File: config.mk
export PLATFORM = sky130hd
export DESIGN_NAME = mct_tail_core
export DESIGN_NICKNAME = d
export VERILOG_FILES = /design/src/logic/mct_pkg.sv /design/src/logic/mct_alu_exec.sv /design/src/logic/mct_tail_core.sv
export SDC_FILE = /design/constraint.sdc
export NUM_CORES = 1
export LEC_CHECK = 0
export ABC_CLOCK_PERIOD_IN_PS = 2900
export BUFFER_PORTS_ARGS = -buffer_cell sky130_fd_sc_hd__buf_2
export CAP_MARGIN = 20
export CORE_ASPECT_RATIO = 1.25
export CORE_MARGIN = 2
export CORE_UTILIZATION = 55
export DETAILED_ROUTE_END_ITERATION = 7
export GPL_TIMING_DRIVEN = 1
export HOLD_SLACK_MARGIN = 0.03
export PLACE_DENSITY = 0.79
export RECOVER_POWER = 100
export SLEW_MARGIN = 40
export SYNTH_ARGS = -nofsm -noshare
export SYNTH_HDL_FRONTEND = slang
export SYNTH_SLANG_ARGS = --single-unit
export TNS_END_PERCENT = 50
File: constraint.sdc
create_clock -name SYS_CLK -period 2.9 [get_ports SYS_CLK]
set_input_delay 0.435 -clock SYS_CLK [delete_from_list [all_inputs] [get_ports SYS_CLK]]
set_output_delay 0.435 -clock SYS_CLK [all_outputs]
set_load 0.01 [all_outputs]
File: src/logic/mct_pkg.sv
// Constants, types and helpers shared by the microcore tail instruction block.
// Assumes a 16-bit instruction word and 32-bit APB data.
package mct_pkg;

    // Register byte offsets on APB
    localparam logic [7:0] OFS_INSTR = 8'h00;
    localparam logic [7:0] OFS_STATUS = 8'h04;
    localparam logic [7:0] OFS_IMM = 8'h08;
    localparam logic [7:0] OFS_BKD_ADDR = 8'h0c;
    localparam logic [7:0] OFS_BKD_DATA = 8'h10;
    localparam logic [7:0] OFS_ALU_BASE = 8'h20;
    localparam logic [7:0] OFS_DEST_BASE = 8'h40;
    localparam int ALU_COUNT = 8;
    localparam int ROW_COUNT = 5;

    // Status register field positions
    localparam int STS_CS = 0;
    localparam int STS_ZERO = 1;
    localparam int STS_ONES = 2;
    localparam int STS_WAIT = 3;
    localparam int STS_BKD = 4;
    localparam int STS_PC = 16;

    // Reset values
    localparam logic [15:0] WORD_RESET = 16'h0000;
    localparam logic FLAG_RESET = 1'b0;

    // Instruction patterns and the fixed bits each one compares
    localparam logic [15:0] PAT_TO_INT = 16'h3720;
    localparam logic [15:0] MSK_TO_INT = 16'hfff0;
    localparam logic [15:0] PAT_TO_TWOS = 16'h3730;
    localparam logic [15:0] MSK_TO_TWOS = 16'hfff8;
    localparam logic [15:0] PAT_WAIT = 16'h3500;
    localparam logic [15:0] MSK_WAIT = 16'hffe0;
    localparam logic [15:0] PAT_BKD_WR = 16'h3541;
    localparam logic [15:0] MSK_BKD_WR = 16'hffff;
    localparam logic [15:0] PAT_XOR = 16'h2ed0;
    localparam logic [15:0] MSK_XOR = 16'hfff8;

    // Variable field positions
    localparam int FLD_SIGN_SEL = 3;
    localparam int FLD_REG_HI = 2;
    localparam int FLD_MASK_HI = 4;

    // Core sequencing states, one-hot
    typedef enum logic [2:0] {
        ST_IDLE = 3'b001,
        ST_WAIT = 3'b010,
        ST_BKD = 3'b100
    } mct_state_t;

    // True when the fixed opcode bits of an instruction match a pattern
    function automatic logic is_op(input logic [15:0] instr, input logic [15:0] pat,
                                   input logic [15:0] msk);
        is_op = ((instr & msk) == pat);
    endfunction

    // Two's complement over the low fifteen bits
    function automatic logic [14:0] twos15(input logic [14:0] v);
        twos15 = 15'(~v + 15'h0001);
    endfunction

endpackage

File: src/logic/mct_alu_exec.sv
// Combinational execution of the conversion and XOR-mask instructions.
// Assumes the caller presents the selected operand and keeps only legal words here.
`timescale 1ns/100ps
`default_nettype none
module mct_alu_exec
    import mct_pkg::*;
(
    input wire logic [15:0] instr,
    input wire logic [15:0] operand,
    input wire logic [15:0] immediate_mask_register,
    input wire logic cs,
    output logic [15:0] result,
    output logic reg_we,
    output logic next_cs,
    output logic flags_we,
    output logic mask_all_zero_flag,
    output logic mask_all_one_flag
);
    // One instruction at a time; outputs are don't-care unless reg_we is set
    always_comb
    begin
        result = operand;
        reg_we = 1'b0;
        next_cs = cs;
        flags_we = 1'b0;
        mask_all_zero_flag = 1'b0;
        mask_all_one_flag = 1'b0;
        if (is_op(instr, PAT_TO_INT, MSK_TO_INT))
        begin
            reg_we = 1'b1;
            if (operand[15])
            begin
                result = {1'b0, twos15(operand[14:0])};
            end
            else
            begin
                result = operand;
            end
            // Selector 1 replaces the sign, 0 accumulates it by XOR
            if (instr[FLD_SIGN_SEL])
            begin
                next_cs = operand[15];
            end
            else
            begin
                next_cs = cs ^ operand[15];
            end
        end
        else if (is_op(instr, PAT_TO_TWOS, MSK_TO_TWOS))
        begin
            reg_we = 1'b1;
            if (cs)
            begin
                result = {1'b1, twos15(operand[14:0])};
            end
            else
            begin
                result = {1'b0, operand[14:0]};
            end
        end
        else if (is_op(instr, PAT_XOR, MSK_XOR))
        begin
            reg_we = 1'b1;
            flags_we = 1'b1;
            result = operand ^ immediate_mask_register;
            mask_all_zero_flag = (result == 16'h0000);
            mask_all_one_flag = (result == 16'hffff);
        end
    end
endmodule
`default_nettype wire

File: src/logic/mct_tail_core.sv
// Microcore tail instructions: conversion, wait, backdoor write and XOR mask,
// issued by writing instruction words over APB.
// Assumes APB3 signalling on SYS_CLK and wait conditions synchronous to it.
// Assumes the far side takes BKD_WR as a one-cycle write strobe.
`timescale 1ns/100ps
`default_nettype none
module mct_tail_core
    import mct_pkg::*;
#(
    parameter int PC_W = 10,
    parameter int BKD_AW = 16
)
(
    input wire logic SYS_CLK,
    input wire logic RST_N,
    input wire logic PSEL,
    input wire logic PENABLE,
    input wire logic PWRITE,
    input wire logic [7:0] PADDR,
    input wire logic [31:0] PWDATA,
    output logic [31:0] PRDATA,
    output logic PREADY,
    output logic PSLVERR,
    input wire logic [ROW_COUNT-1:0] WAIT_COND,
    output logic [PC_W-1:0] CORE_PROGRAM_COUNTER,
    output logic CORE_STALL,
    output logic BKD_WR,
    output logic [BKD_AW-1:0] BKD_ADDR,
    output logic [15:0] BKD_DATA
);
    // Whole module state in one record
    // One record keeps reset and next-state handling in one place
    typedef struct packed {
        mct_state_t state;
        logic [PC_W-1:0] pc;
        logic [ALU_COUNT-1:0][15:0] alu;
        logic [ROW_COUNT-1:0][PC_W-1:0] dest;
        logic [ROW_COUNT-1:0] mask;
        logic [15:0] imm;
        logic [15:0] instr;
        logic [BKD_AW-1:0] bkd_addr;
        logic [15:0] bkd_data;
        logic cs;
        logic zero_flag;
        logic ones_flag;
        logic [31:0] prdata;
        logic pready;
        logic pslverr;
        logic bkd_wr;
        logic [BKD_AW-1:0] bkd_addr_o;
        logic [15:0] bkd_data_o;
        logic stall;
    } mct_core_t;

    mct_core_t r;
    mct_core_t next_r;

    logic [15:0] exec_result;
    logic exec_reg_we;
    logic exec_cs;
    logic exec_flags_we;
    logic exec_zero;
    logic exec_ones;
    logic [15:0] issue_word;
    logic [2:0] issue_reg;

    // Legal words are the five instruction shapes this block executes
    function automatic logic is_legal(input logic [15:0] w);
        is_legal = is_op(w, PAT_TO_INT, MSK_TO_INT) | is_op(w, PAT_TO_TWOS, MSK_TO_TWOS)
                 | is_op(w, PAT_WAIT, MSK_WAIT) | is_op(w, PAT_BKD_WR, MSK_BKD_WR)
                 | is_op(w, PAT_XOR, MSK_XOR);
    endfunction

    // Word index of an APB byte address
    // Low address bits are dropped, so byte offsets inside a table word alias it
    function automatic logic [5:0] word_idx(input logic [7:0] a);
        word_idx = a[7:2];
    endfunction

    // Decoded register targets
    function automatic logic is_alu(input logic [7:0] a);
        is_alu = (word_idx(a) >= word_idx(OFS_ALU_BASE))
               && (word_idx(a) < word_idx(OFS_ALU_BASE) + 6'(ALU_COUNT));
    endfunction

    function automatic logic is_dest(input logic [7:0] a);
        is_dest = (word_idx(a) >= word_idx(OFS_DEST_BASE))
                && (word_idx(a) < word_idx(OFS_DEST_BASE) + 6'(ROW_COUNT));
    endfunction

    function automatic logic is_mapped(input logic [7:0] a);
        is_mapped = (a == OFS_INSTR) || (a == OFS_STATUS) || (a == OFS_IMM)
                  || (a == OFS_BKD_ADDR) || (a == OFS_BKD_DATA) || is_alu(a) || is_dest(a);
    endfunction

    // The instruction under execution is the one written in this access phase
    // Operands come from the register file as it stands before the edge,
    // so a result is never read back in the cycle that writes it
    assign issue_word = PWDATA[15:0];
    assign issue_reg = issue_word[FLD_REG_HI:0];

    // Arithmetic decode lives in its own module; only its result is steered here
    mct_alu_exec u_exec (
        .instr(issue_word),
        .operand(r.alu[issue_reg]),
        .immediate_mask_register(r.imm),
        .cs(r.cs),
        .result(exec_result),
        .reg_we(exec_reg_we),
        .next_cs(exec_cs),
        .flags_we(exec_flags_we),
        .mask_all_zero_flag(exec_zero),
        .mask_all_one_flag(exec_ones)
    );

    // Next-state logic for bus slave, sequencer and register file
    // Defaults come first so every field has a value on every path
    always_comb
    begin
        logic [ROW_COUNT-1:0] fired;
        logic apb_wr;
        logic [2:0] ai;
        logic [2:0] di;
        fired = '0;
        apb_wr = 1'b0;
        ai = 3'h0;
        di = 3'h0;
        next_r = r;
        next_r.bkd_wr = 1'b0;
        next_r.pready = 1'b0;
        next_r.pslverr = 1'b0;
        ai = 3'(word_idx(PADDR) - word_idx(OFS_ALU_BASE));
        di = 3'(word_idx(PADDR) - word_idx(OFS_DEST_BASE));

        // Setup phase: answer is prepared so the access phase ends at once
        if (PSEL && !PENABLE)
        begin
            next_r.pready = 1'b1;
            next_r.prdata = 32'h0000_0000;
            // Instruction writes are refused while one is still running,
            // so the core stays single-issue and a bad word never half-executes
            if (!is_mapped(PADDR)
                || (PWRITE && PADDR == OFS_INSTR
                    && (r.state != ST_IDLE || !is_legal(PWDATA[15:0]))))
            begin
                next_r.pslverr = 1'b1;
            end
            else if (!PWRITE)
            begin
                if (PADDR == OFS_INSTR)
                    next_r.prdata = {16'h0000, r.instr};
                else if (PADDR == OFS_STATUS)
                begin
                    next_r.prdata[STS_CS] = r.cs;
                    next_r.prdata[STS_ZERO] = r.zero_flag;
                    next_r.prdata[STS_ONES] = r.ones_flag;
                    next_r.prdata[STS_WAIT] = (r.state == ST_WAIT);
                    next_r.prdata[STS_BKD] = (r.state == ST_BKD);
                    next_r.prdata[STS_PC +: PC_W] = r.pc;
                end
                else if (PADDR == OFS_IMM)
                    next_r.prdata = {16'h0000, r.imm};
                else if (PADDR == OFS_BKD_ADDR)
                    next_r.prdata[BKD_AW-1:0] = r.bkd_addr;
                else if (PADDR == OFS_BKD_DATA)
                    next_r.prdata = {16'h0000, r.bkd_data};
                else if (is_alu(PADDR))
                    next_r.prdata = {16'h0000, r.alu[ai]};
                else
                    next_r.prdata[PC_W-1:0] = r.dest[di];
            end
        end

        // Access phase: writes take effect only at the completing edge
        apb_wr = PSEL && PENABLE && r.pready && PWRITE && !r.pslverr;

        // Sequencer for multi-cycle instructions
        // Bus writes further down come later and so win over it
        unique case (r.state)
            ST_IDLE:
            begin
                // Nothing pending; instructions arrive through the bus
            end
            ST_WAIT:
            begin
                // Counter is held here; lowest numbered firing row wins
                // Scanning downwards leaves the lowest row as the last assignment
                fired = r.mask & WAIT_COND;
                for (int k = ROW_COUNT - 1; k >= 0; k--)
                begin
                    if (fired[k])
                        next_r.pc = r.dest[k];
                end
                if (fired != '0)
                    next_r.state = ST_IDLE;
            end
            ST_BKD:
            begin
                // Second cycle samples the live registers, but no bus write can land
                // before that sample, so the value at issue is the one delivered
                // A bus write lands one edge after that sample at the earliest
                next_r.bkd_wr = 1'b1;
                next_r.bkd_addr_o = r.bkd_addr;
                next_r.bkd_data_o = r.bkd_data;
                next_r.pc = PC_W'(r.pc + 1'b1);
                next_r.state = ST_IDLE;
            end
        endcase

        if (apb_wr)
        begin
            if (PADDR == OFS_INSTR)
            begin
                next_r.instr = issue_word;
                if (is_op(issue_word, PAT_WAIT, MSK_WAIT))
                begin
                    next_r.mask = issue_word[FLD_MASK_HI:0];
                    next_r.state = ST_WAIT;
                end
                else if (is_op(issue_word, PAT_BKD_WR, MSK_BKD_WR))
                begin
                    next_r.state = ST_BKD;
                end
                else
                begin
                    // Single-cycle arithmetic retires immediately
                    if (exec_reg_we)
                        next_r.alu[issue_reg] = exec_result;
                    next_r.cs = exec_cs;
                    if (exec_flags_we)
                    begin
                        next_r.zero_flag = exec_zero;
                        next_r.ones_flag = exec_ones;
                    end
                    next_r.pc = PC_W'(r.pc + 1'b1);
                end
            end
            else if (PADDR == OFS_IMM)
                next_r.imm = PWDATA[15:0];
            else if (PADDR == OFS_BKD_ADDR)
                next_r.bkd_addr = PWDATA[BKD_AW-1:0];
            else if (PADDR == OFS_BKD_DATA)
                next_r.bkd_data = PWDATA[15:0];
            else if (is_alu(PADDR))
                next_r.alu[ai] = PWDATA[15:0];
            else if (is_dest(PADDR))
                next_r.dest[di] = PWDATA[PC_W-1:0];
        end

        // Stall is registered so the pin carries no decode glitch
        next_r.stall = (next_r.state == ST_WAIT);
    end

    // State register; everything resets to idle with cleared contents
    always_ff @(posedge SYS_CLK or negedge RST_N)
    begin
        if (!RST_N)
        begin
            r <= '0;
            r.state <= ST_IDLE;
            r.imm <= WORD_RESET;
            r.cs <= FLAG_RESET;
            r.zero_flag <= FLAG_RESET;
            r.ones_flag <= FLAG_RESET;
            r.stall <= FLAG_RESET;
        end
        else
        begin
            r <= next_r;
        end
    end

    // Outputs come straight from the state record
    // Every pin is a bare flop output; nothing is decoded on the way out
    assign PRDATA = r.prdata;
    assign PREADY = r.pready;
    assign PSLVERR = r.pslverr;
    assign CORE_PROGRAM_COUNTER = r.pc;
    assign CORE_STALL = r.stall;
    assign BKD_WR = r.bkd_wr;
    assign BKD_ADDR = r.bkd_addr_o;
    assign BKD_DATA = r.bkd_data_o;
endmodule
`default_nettype wire

Word level (Yosys, flattened, before mapping)
Cells that the tools add are included.
W data, S select, Z words.

word-level totals
  bits in registers = 331
  latch bits = 0
  memory bits (writable) = 0
  memory bits (read-only) = 0
  input bits = 50
  output and inout port bits = 78
  word-level logic and storage cells = 201
  memories = 0

cells by class
  add/sub/neg operators = 4
  $mul = 0
  divide/modulo/power cells = 0
  order comparisons = 10
  eq/ne operators = 20
  shift-type cells = 0
  muxes and demuxes = 85
  bitwise gates (word level) = 15
  reductions and logical operators = 37

operators with widths
  cell                     count
  $mux W178                3
  $mux W128                3
  $mux W138                2
  $mux W263                1
  $bwmux W128              2
  $mux W16                 16
  $mux W32                 7
  $mux W50                 3
  $bmux W16 S3             2
  $demux W16 S3            2
  $mux W10                 9
  $bwmux W50               1
  $mux W33                 1
  $bmux W10 S3             1
  $demux W10 S3            1
  $eq A13 B11 Y1 const B   2
  $pmux W13 S2             1
  $mux W3                  6
  $eq A16 B14 Y1 const B   1
  $eq A16 B16 Y1 const B   1
  $eq A8 B4 Y1 const B     2
  $logic_not A16 Y1        1
  $xor A16 B16 Y16         1
  $add A15 B1 Y15 const B  1
  40 further kinds         101

Longest topological paths before layout
Gate-level depths: netlist (run 1).

  word-level depth = 14
  mapped depth = 15

By module
Synthesis (run 1) repeated with hierarchy kept, for this count alone.

second synthesis, totals
  cells, all modules = 2234
  area, all modules = 21339.2 µm²

by module, submodules not included
  module         times used  cells each  area each (µm²)  seq. area each (µm²)
  mct_tail_core  1           2029        19969.2          8134.1
  mct_alu_exec   1           205         1370.1           0.0

Least setup slack after synthesis (run 1)
No wires, ideal clock.

  path kind = input -> register
  start = input PWDATA[1]
  end = register r[196] (netlist bit)
  setup time = 0.139 ns
  arrival time = 3.096 ns
  setup slack = -0.335 ns
  stages on the path = 15
  buffers on the path = 5
  path through = buf_6 > buf_6 > buf_6 > buf_6 > nand2_1 > o221ai_1 > a21oi_1 > ha_1 > nand3_1 > or3_1 > buf_2 > nand3_1 > o41ai_1 > a2111oi_4 > o21ai_1

on the way
  cells in the longest elaborated chain, start to end = 12
  elaborated cells between the ends (all ways) = 23
  those cells by class = add/sub: 1; order compare: 2; eq/ne: 2; mux: 14; bitwise: 2; reduce/logical: 2

ends and longest elaborated chain
  item                            RTL line              source
  start: declaration              mct_tail_core.sv:20   input wire logic [31:0] PWDATA,
  $bmux W16 S3                    mct_tail_core.sv:105  .operand(r.alu[issue_reg]),
  $mux W16 (not written as such)  mct_tail_core.sv:105
  $not A15 Y15                    mct_pkg.sv:60         twos15 = 15'(~v + 15'h0001);
  $add A15 B1 Y15                 mct_pkg.sv:60
  $mux W16                        mct_alu_exec.sv:52    if (cs)
  $mux W16                        mct_alu_exec.sv:49    else if (is_op(instr, PAT_TO_TWOS, MSK_TO_TWOS))
  $mux W16                        mct_alu_exec.sv:28    if (is_op(instr, PAT_TO_INT, MSK_TO_INT))
  $bwmux W128                     mct_tail_core.sv:228  next_r.alu[issue_reg] = exec_result;
  $mux W128                       mct_tail_core.sv:227  if (exec_reg_we)
  $mux W138                       mct_tail_core.sv:220  else if (is_op(issue_word, PAT_BKD_WR, MSK_BKD_WR))
  $mux W138                       mct_tail_core.sv:215  if (is_op(issue_word, PAT_WAIT, MSK_WAIT))
  $mux W128                       mct_tail_core.sv:212  if (PADDR == OFS_INSTR)
  end signal: assignment          mct_tail_core.sv:269  r <= next_r;
  end: declaration                mct_tail_core.sv:55   mct_core_t r;

Several ways; a longest one is shown, not always the timed one. The select of a mux whose other input is x is not followed.
A chain may end at the register's enable or synchronous reset.

Worst setup path in the final report (run 1)
  start = input PADDR[3]
  end = register r, in the netlist PRDATA[9]

on the way
  cells in the longest elaborated chain, start to end = 11
  elaborated cells between the ends (all ways) = 35
  those cells by class = add/sub: 2; order compare: 4; eq/ne: 4; mux: 12; reduce/logical: 13

ends and longest elaborated chain
  item                                                        RTL line                                    source
  start: declaration                                          mct_tail_core.sv:19                         input wire logic [7:0] PADDR,
  $sub A3 B1 Y3                                               mct_tail_core.sv:132, mct_tail_core.sv:133
  $bmux W10 S3 or $bmux W16 S3 (tied branches)                mct_tail_core.sv:170, mct_tail_core.sv:168
  $mux W10 (not written as such) or $mux W16 (tied branches)  mct_tail_core.sv:170, mct_tail_core.sv:168
  $mux W10                                                    mct_tail_core.sv:167                        else if (is_alu(PADDR))
  $mux W32                                                    mct_tail_core.sv:165                        else if (PADDR == OFS_BKD_DATA)
  $mux W16                                                    mct_tail_core.sv:163                        else if (PADDR == OFS_BKD_ADDR)
  $mux W32                                                    mct_tail_core.sv:161                        else if (PADDR == OFS_IMM)
  $mux W11                                                    mct_tail_core.sv:152                        else if (PADDR == OFS_STATUS)
  $mux W32                                                    mct_tail_core.sv:150                        if (PADDR == OFS_INSTR)
  $mux W32                                                    mct_tail_core.sv:148                        else if (!PWRITE)
  $mux W32 (*)                                                mct_tail_core.sv:142                        if (!is_mapped(PADDR)

Every way passes the cells marked *; elsewhere a longest branch is shown, timed or not. The select of a mux whose other input is x is not followed.

==> impl_metrics.tcl, run 1 <==
set metrics [dict create \
    crit_top_cell "clkbuf_2" \
    areaGrowthSynthToFinish_pct 20.1 \
    grt.total_usage_pct 40.6 \
    cts_tree "built" \
    die-area_sq_mm 0.0366 \
    start_kind "input port" \
    io_pins 128 \
    place_area_sq_mm 0.0222 \
    status "finished, violations left" \
    clock_power_share_pct 43.6 \
    critical_path_class "in -> reg" \
    fin_tns_setup_ns -0.513 \
    start_util_pct 55.9 \
    drv_cap 2 \
    num_rows 76 \
    clk_path_buf_depth 3 \
    ys_top_cells_by_count "dfrtp_1 (324), nand2_1 (201), mux2_2 (147)" \
    cp.arrival_ns 3.43 \
    cts_sinks 325 \
    crit_required_ns 3.30 \
    cp_num_buf_inv 3 \
    nNetsFinal 2225 \
    seq_area_frac_synth_pct 42.2 \
    yosys.area.top_type "dfrtp_1" \
    synth_edf_count 0 \
    clock_latency_ns 0.54 \
    fin_ws_ns -0.132 \
    tightest_slew_ns 2.15 \
    violations "DRC, capacitance limit, slew limit, setup timing" \
    combPwrFrac_pct 10.3 \
    ir_drop_mv 0.297 \
    hold-worst-slack_ns 0.214 \
    drtAntennaViolNets 0 \
    p_total_w 0.00998 \
    netlist_instances 1896 \
    drc 1 \
    path_cells "buf_2 -> clkbuf_2 -> clkbuf_2 -> mux4_2 -> a22o_1 -> o22ai_1 -> nor3_1 -> a211oi_1 -> o21ai_0" \
    antenna_cells 0 \
    hp-class "in -> reg" \
    period_needed_ns 3.03 \
    grt_pass1_wl_mm 111 \
    wire_per_inst_um 27.8 \
    drive_above_1_share_pct 30.9 \
    die_h_um 213 \
    drv_slew 107 \
    syn_area_per_cell_sq_um 10.2 \
    fillCellCount 2659 \
    grt_setup_unrepaired "yes" \
    max_stage_delay_ns 0.59 \
    synth_top_area_share_pct 42.0 \
    drt-vias-per-instance 6.91 \
    maxSlewHeadroom_pct -43.0 \
    cts_root_buf "clkbuf_16" \
    cts_buffers 35 \
    hold_viol 0 \
    grt_max_degree 77 \
    async_flop_share_pct 100 \
    critPathTopFamily "buffers and inverters" \
    p_int_w 0.00743 \
    switching_share_pct 25.6 \
    yosys_warnings 0 \
    grt_pass1_vias 18500 \
    h-tree-depth 2 \
    routed_wl_mm 74.0 \
    core_area_sq_mm 0.0345 \
    slowest_stage "clkbuf_2" \
    finish.utilization_pct 67.1 \
    yosysMostFrequentCell "dfrtp_1" \
    vias 18400 \
    p_switching_w 0.00255 \
    ys_ff_latch 325 \
    io_buffers 105 \
    drt_iter0_drc 2433 \
    fmax_ghz 0.330 \
    cp_max_fo 24 \
    dieWidth_um 172 \
    synth_area_sq_mm 0.0193 \
    synth_top_flop_cell "dfrtp_1" \
    drt_pass1_iterations 8 \
    power.share.sequential_pct 46.1 \
    grt-ovfl-total 0 \
    setup_viol 25 \
    leakage_nw 10.5 \
    synth_cell_types 95 \
    yosys-top-cells-area "dfrtp_1 (42%), mux2_2 (8.6%), mux4_2 (6.2%), nand2_1 (3.9%), a22oi_1 (3.5%)" \
    worst_clock_skew_ns 0.0143 \
    timing.final.crit_share_pct 105 \
    critPathCaptureType "flip-flop" \
    routabilityCongestion 1.06 \
    antenna_found_initial 1 \
    cts.clk_slew.worst_paths_ns 0.06 \
    power_density_mw_per_mm2 431 \
    dp_hpwl_mm 54.5 \
    fin_area_sq_mm 0.0232 \
]
[per-stage QoR]
stage               cells  worst slack, ns
global placement     2597           -0.576
global route         2663           -0.111
finish               2663           -0.132
detailed placement   2597           -0.570
CTS                  2663          -0.0165
floorplan            1901           -0.182
[worst reg2reg max path: stages, from the launching register on]
cell and delay, ns:
dfrtp_1 0.42, mux4_2 0.46, mux2_4 0.32, a211oi_4 0.24
nand4b_4 0.17, or4_4 0.44, mux2_4 0.32, o2111ai_4 0.23
buf_12 0.16, o21ai_1 0.06
[final timing paths]
check,start,end,slack [ns],cells past startpoint
worst max-delay path,PADDR[3],PRDATA[9],-0.13,9
max in group asynchronous,RST_N,BKD_DATA[14],0.29,3
worst min register to register,PRDATA[6],PRDATA[6],0.49,2
worst max register to register,r[191],r[283],-0.04,9
worst min-delay path,PWRITE,PSLVERR,0.21,3
min in group asynchronous,RST_N,r[317],1.04,2
[cell families after synthesis]
group                    synth area share (%)
AO/OA/AOI/OAI                            20.3
AND/OR/NAND/NOR                          12.5
flip-flops                               42.2
multiplexers                             17.1
buffers and inverters                    6.43
XOR/XNOR                                 1.27
adder cells (fa/ha/maj)                 0.130
other                                  0.0194
[area by class of cell]
class | count | area, sq um | share of cell area (%)
clock buffers | 49 | 988 | 4.26
repair buffers | 452 | 3160 | 13.6
clock inverters | 10 | 86.3 | 0.372
well taps | 468 | 586 | 2.53
flip-flops and latches | 325 | 8130 | 35.1
inverters | 19 | 75.1 | 0.324
multi-input cells | 1340 | 10100 | 43.8
[per-layer routing]
layer,GRT usage (%),vias to the layer above,share of wire (%)
li1,-,7646,-
met1,49.1,8941,35
met2,64.7,1399,46
met3,8.42,403,10
met4,29.4,2,8.8
met5,0,-,0.018
[power by group through the flow]
stage                     Combinational, W  Clock [W]  Sequential [W]
final                              0.00103    0.00435         0.00460
after CTS                          0.00100    0.00435         0.00460
after floorplan                   0.000457          0         0.00467
after detailed placement          0.000977          0         0.00468
after global routing               0.00108    0.00453         0.00460
after global placement            0.000964          0         0.00468
[cells in the final DEF (no fill, tap or decap), drive strengths merged, types with 10 or more instances in the layout]
cell type / netlist / routed
dfrtp: 324 / 324
xor2: 10 / 10
a221o: 15 / 15
a222oi: 20 / 20
a31oi: 11 / 11
o21ai: 164 / 164
and2: 10 / 10
mux4: 53 / 53
buf: 111 / 343
a21oi: 56 / 56
and3: 11 / 11
a211oi: 16 / 16
nand2b: 10 / 10
a22oi: 91 / 91
mux2i: 35 / 35
inv: 18 / 18
a311oi: 16 / 16
o22ai: 22 / 22
a21o: 27 / 27
nor4: 18 / 18
xnor2: 18 / 18
a22o: 48 / 48
mux2: 153 / 153
nand2: 201 / 201
clkbuf: 106 / 157
nor3: 26 / 26
nor2: 113 / 113
nand3: 56 / 56
[timing repair]
action,CTS,global route
resized for setup,12,18
setup buffers,6,0
pin swaps,5,5
setup endpoints to repair,57,96
endpoints found under the hold margin,71,0
hold buffers,1,0
(Power assumes the default switching activity.)
==> run 2, diff against run 1 <==
--- a/config.mk
+++ b/config.mk
@@ -14,7 +14,7 @@
 export DETAILED_ROUTE_END_ITERATION = 7
 export GPL_TIMING_DRIVEN = 1
 export HOLD_SLACK_MARGIN = 0.03
-export PLACE_DENSITY = 0.79
+export PLACE_DENSITY_LB_ADDON = 0.15
 export RECOVER_POWER = 100
 export SLEW_MARGIN = 40
 export SYNTH_ARGS = -nofsm -noshare
==> run 2 against run 1 <==
The run ends with capacitance limit, slew limit, setup timing left. Setup slack improved by 0.062 ns. Core utilization increased by 1.4 points. Die area did not move.
==> impl_metrics.tcl, run 2 (same netlist as run 1, synthesis figures left out) <==
set metrics [dict create \
    nNetsFinal 2253 \
    clock_latency_ns 0.55 \
    grt.total_usage_pct 41.2 \
    reg2reg_from "r[303]" \
    antenna_found_initial 2 \
    use_met2_pct 65.2 \
    leakage_nw 10.8 \
    critical_path_class "in -> reg" \
    clk_path_buf_depth 3 \
    dieWidth_um 172 \
    period_needed_ns 2.97 \
    routabilityCongestion 1.00 \
    dp_hpwl_mm 55.8 \
    start_util_pct 55.9 \
    cts_tree "built" \
    use_met1_pct 51.7 \
    cp_max_fo 14 \
    maxSlewHeadroom_pct -41.3 \
    drt-vias-per-instance 6.68 \
    hold-worst-slack_ns 0.203 \
    seqCellArea_sq_mm 0.00813 \
    critPathCaptureType "flip-flop" \
    timing.final.crit_share_pct 102 \
    multiInputGateArea_sq_mm 0.0102 \
    grt_setup_unrepaired "yes" \
    drive_above_1_share_pct 32.3 \
    drc 0 \
    die-area_sq_mm 0.0366 \
    grt_pass1_vias 17900 \
    start_kind "input port" \
    min_to "PSLVERR" \
    cp.arrival_ns 3.38 \
    hp-class "in -> reg" \
    fmax_ghz 0.337 \
    cp_num_buf_inv 2 \
    grt_busiest_layer "met2" \
    ir_drop_mv 0.480 \
    fin_tns_setup_ns -0.679 \
    drv_slew 110 \
    io_buffers 105 \
    place_area_sq_mm 0.0224 \
    status "finished, violations left" \
    drt_iter0_drc 1868 \
    grt-ovfl-total 0 \
    r2r_cells 8 \
    areaGrowthSynthToFinish_pct 22.6 \
    core_area_sq_mm 0.0345 \
    use_met3_pct 7.70 \
    crit_required_ns 3.31 \
    grt_max_degree 80 \
    violations "capacitance limit, slew limit, setup timing" \
    routed_wl_mm 74.9 \
    vias 18000 \
    cts_root_buf "clkbuf_16" \
    drt_pass1_iterations 6 \
    cts_buffers 37 \
    io_pins 128 \
    rrSetupSlack_ns -0.04 \
    drv_cap 2 \
    path_cells "buf_2 -> buf_4 -> mux4_2 -> mux2i_4 -> and2_1 -> nand4b_4 -> or4_4 -> mux2_4 -> o2111ai_4 -> o21ai_1" \
    fin_ws_ns -0.0697 \
    worst_clock_skew_ns 0.0147 \
    layout_commonest_cell "dfrtp_1" \
    die_h_um 213 \
    final_cell_mix "dfrtp_1 (324), buf_4 (303), nand2_1 (199)" \
    num_rows 76 \
    grt_pass1_wl_mm 111 \
    slowest_stage "mux4_2" \
    critPathTopFamily "multiplexers" \
    fin_area_sq_mm 0.0236 \
    setup_viol 25 \
    hold_start "PWRITE" \
    whs_path_depth 3 \
    tightest_slew_ns 2.12 \
    cts_sinks 325 \
    fillCellCount 2800 \
    wire_per_inst_um 27.8 \
    hold_viol 0 \
    p_total_w 0.0106 \
    power_density_mw_per_mm2 448 \
    rr_endpoint "r[283]" \
    h-tree-depth 2 \
    max_stage_delay_ns 0.53 \
    drtAntennaViolNets 0 \
    cts.clk_slew.worst_paths_ns 0.06 \
]
-- run 2: cell types whose count changed in the layout (fill, tap and decap cells not counted), sizes merged --
cell,before,now
diode,0,2
clkbuf,157,166
bufinv,1,5
clkinvlp,4,1
buf,343,360
clkinv,6,9
inv,18,19
dlymetal6s2s,0,2
-- run 2: layout make-up --
cell class	count	share of cell area, %
multi-input combinational	1340	43.0
sequential	325	34.4
timing repair buffer	478	14.4
clock buffer	51	4.48
tap	468	2.48
clock inverter	15	0.910
inverter	19	0.328
antenna	2	0.0212
-- run 2: what timing repair did --
action	in CTS	in global routing
buffers inserted	0	5
gates resized for setup	6	32
cloned	0	0
pin swaps	6	9
endpoints found under the setup margin	48	73
hold buffers	1	0
endpoints found under the hold margin	73	0
-- run 2: tightest hold or removal path, stage by stage --
cell	delay [ns]
buf_2	0.13
o21ai_0	0.07
a21oi_1	0.07
-- run 2: worst max path at each step --
stage | from | to | slack, ns | depth (start not counted)
floorplan | PWDATA[1] | r[203] | -0.18 | 11
global placement | PWDATA[1] | r[219] | -0.52 | 10
detailed placement | PWDATA[1] | r[283] | -0.55 | 10
CTS | r[303] | r[283] | -0.02 | 8
global route | r[303] | r[300] | -0.14 | 13
finish | PWDATA[1] | r[283] | -0.07 | 10
-- run 2: metrics by stage --
step / setup WS [ns] / util, % / std cells
after floorplan: -0.182 / - / 1901
after global placement: -0.525 / 64.9 / 2624
after detailed placement: -0.555 / 64.9 / 2624
after CTS: -0.0172 / 68.8 / 2691
after global routing: -0.141 / 68.5 / 2697
final: -0.0697 / 68.5 / 2698
-- run 2: layer usage --
| metal | vias to the layer above | share of wire (%) |
|---|---|---|
| met3 | 296 | 9.2 |
| met2 | 1090 | 46 |
| met1 | 8911 | 37 |
| met4 | 0 | 7.7 |
| li1 | 7713 | - |
| met5 | - | 0 |
-- run 2: report_power, final --
group	total, W	internal, W	switching, W
sequential	0.00460	0.00457	0.0000313
combinational	0.00105	0.000403	0.000645
clock	0.00495	0.00300	0.00194
total	0.0106	0.00798	0.00262
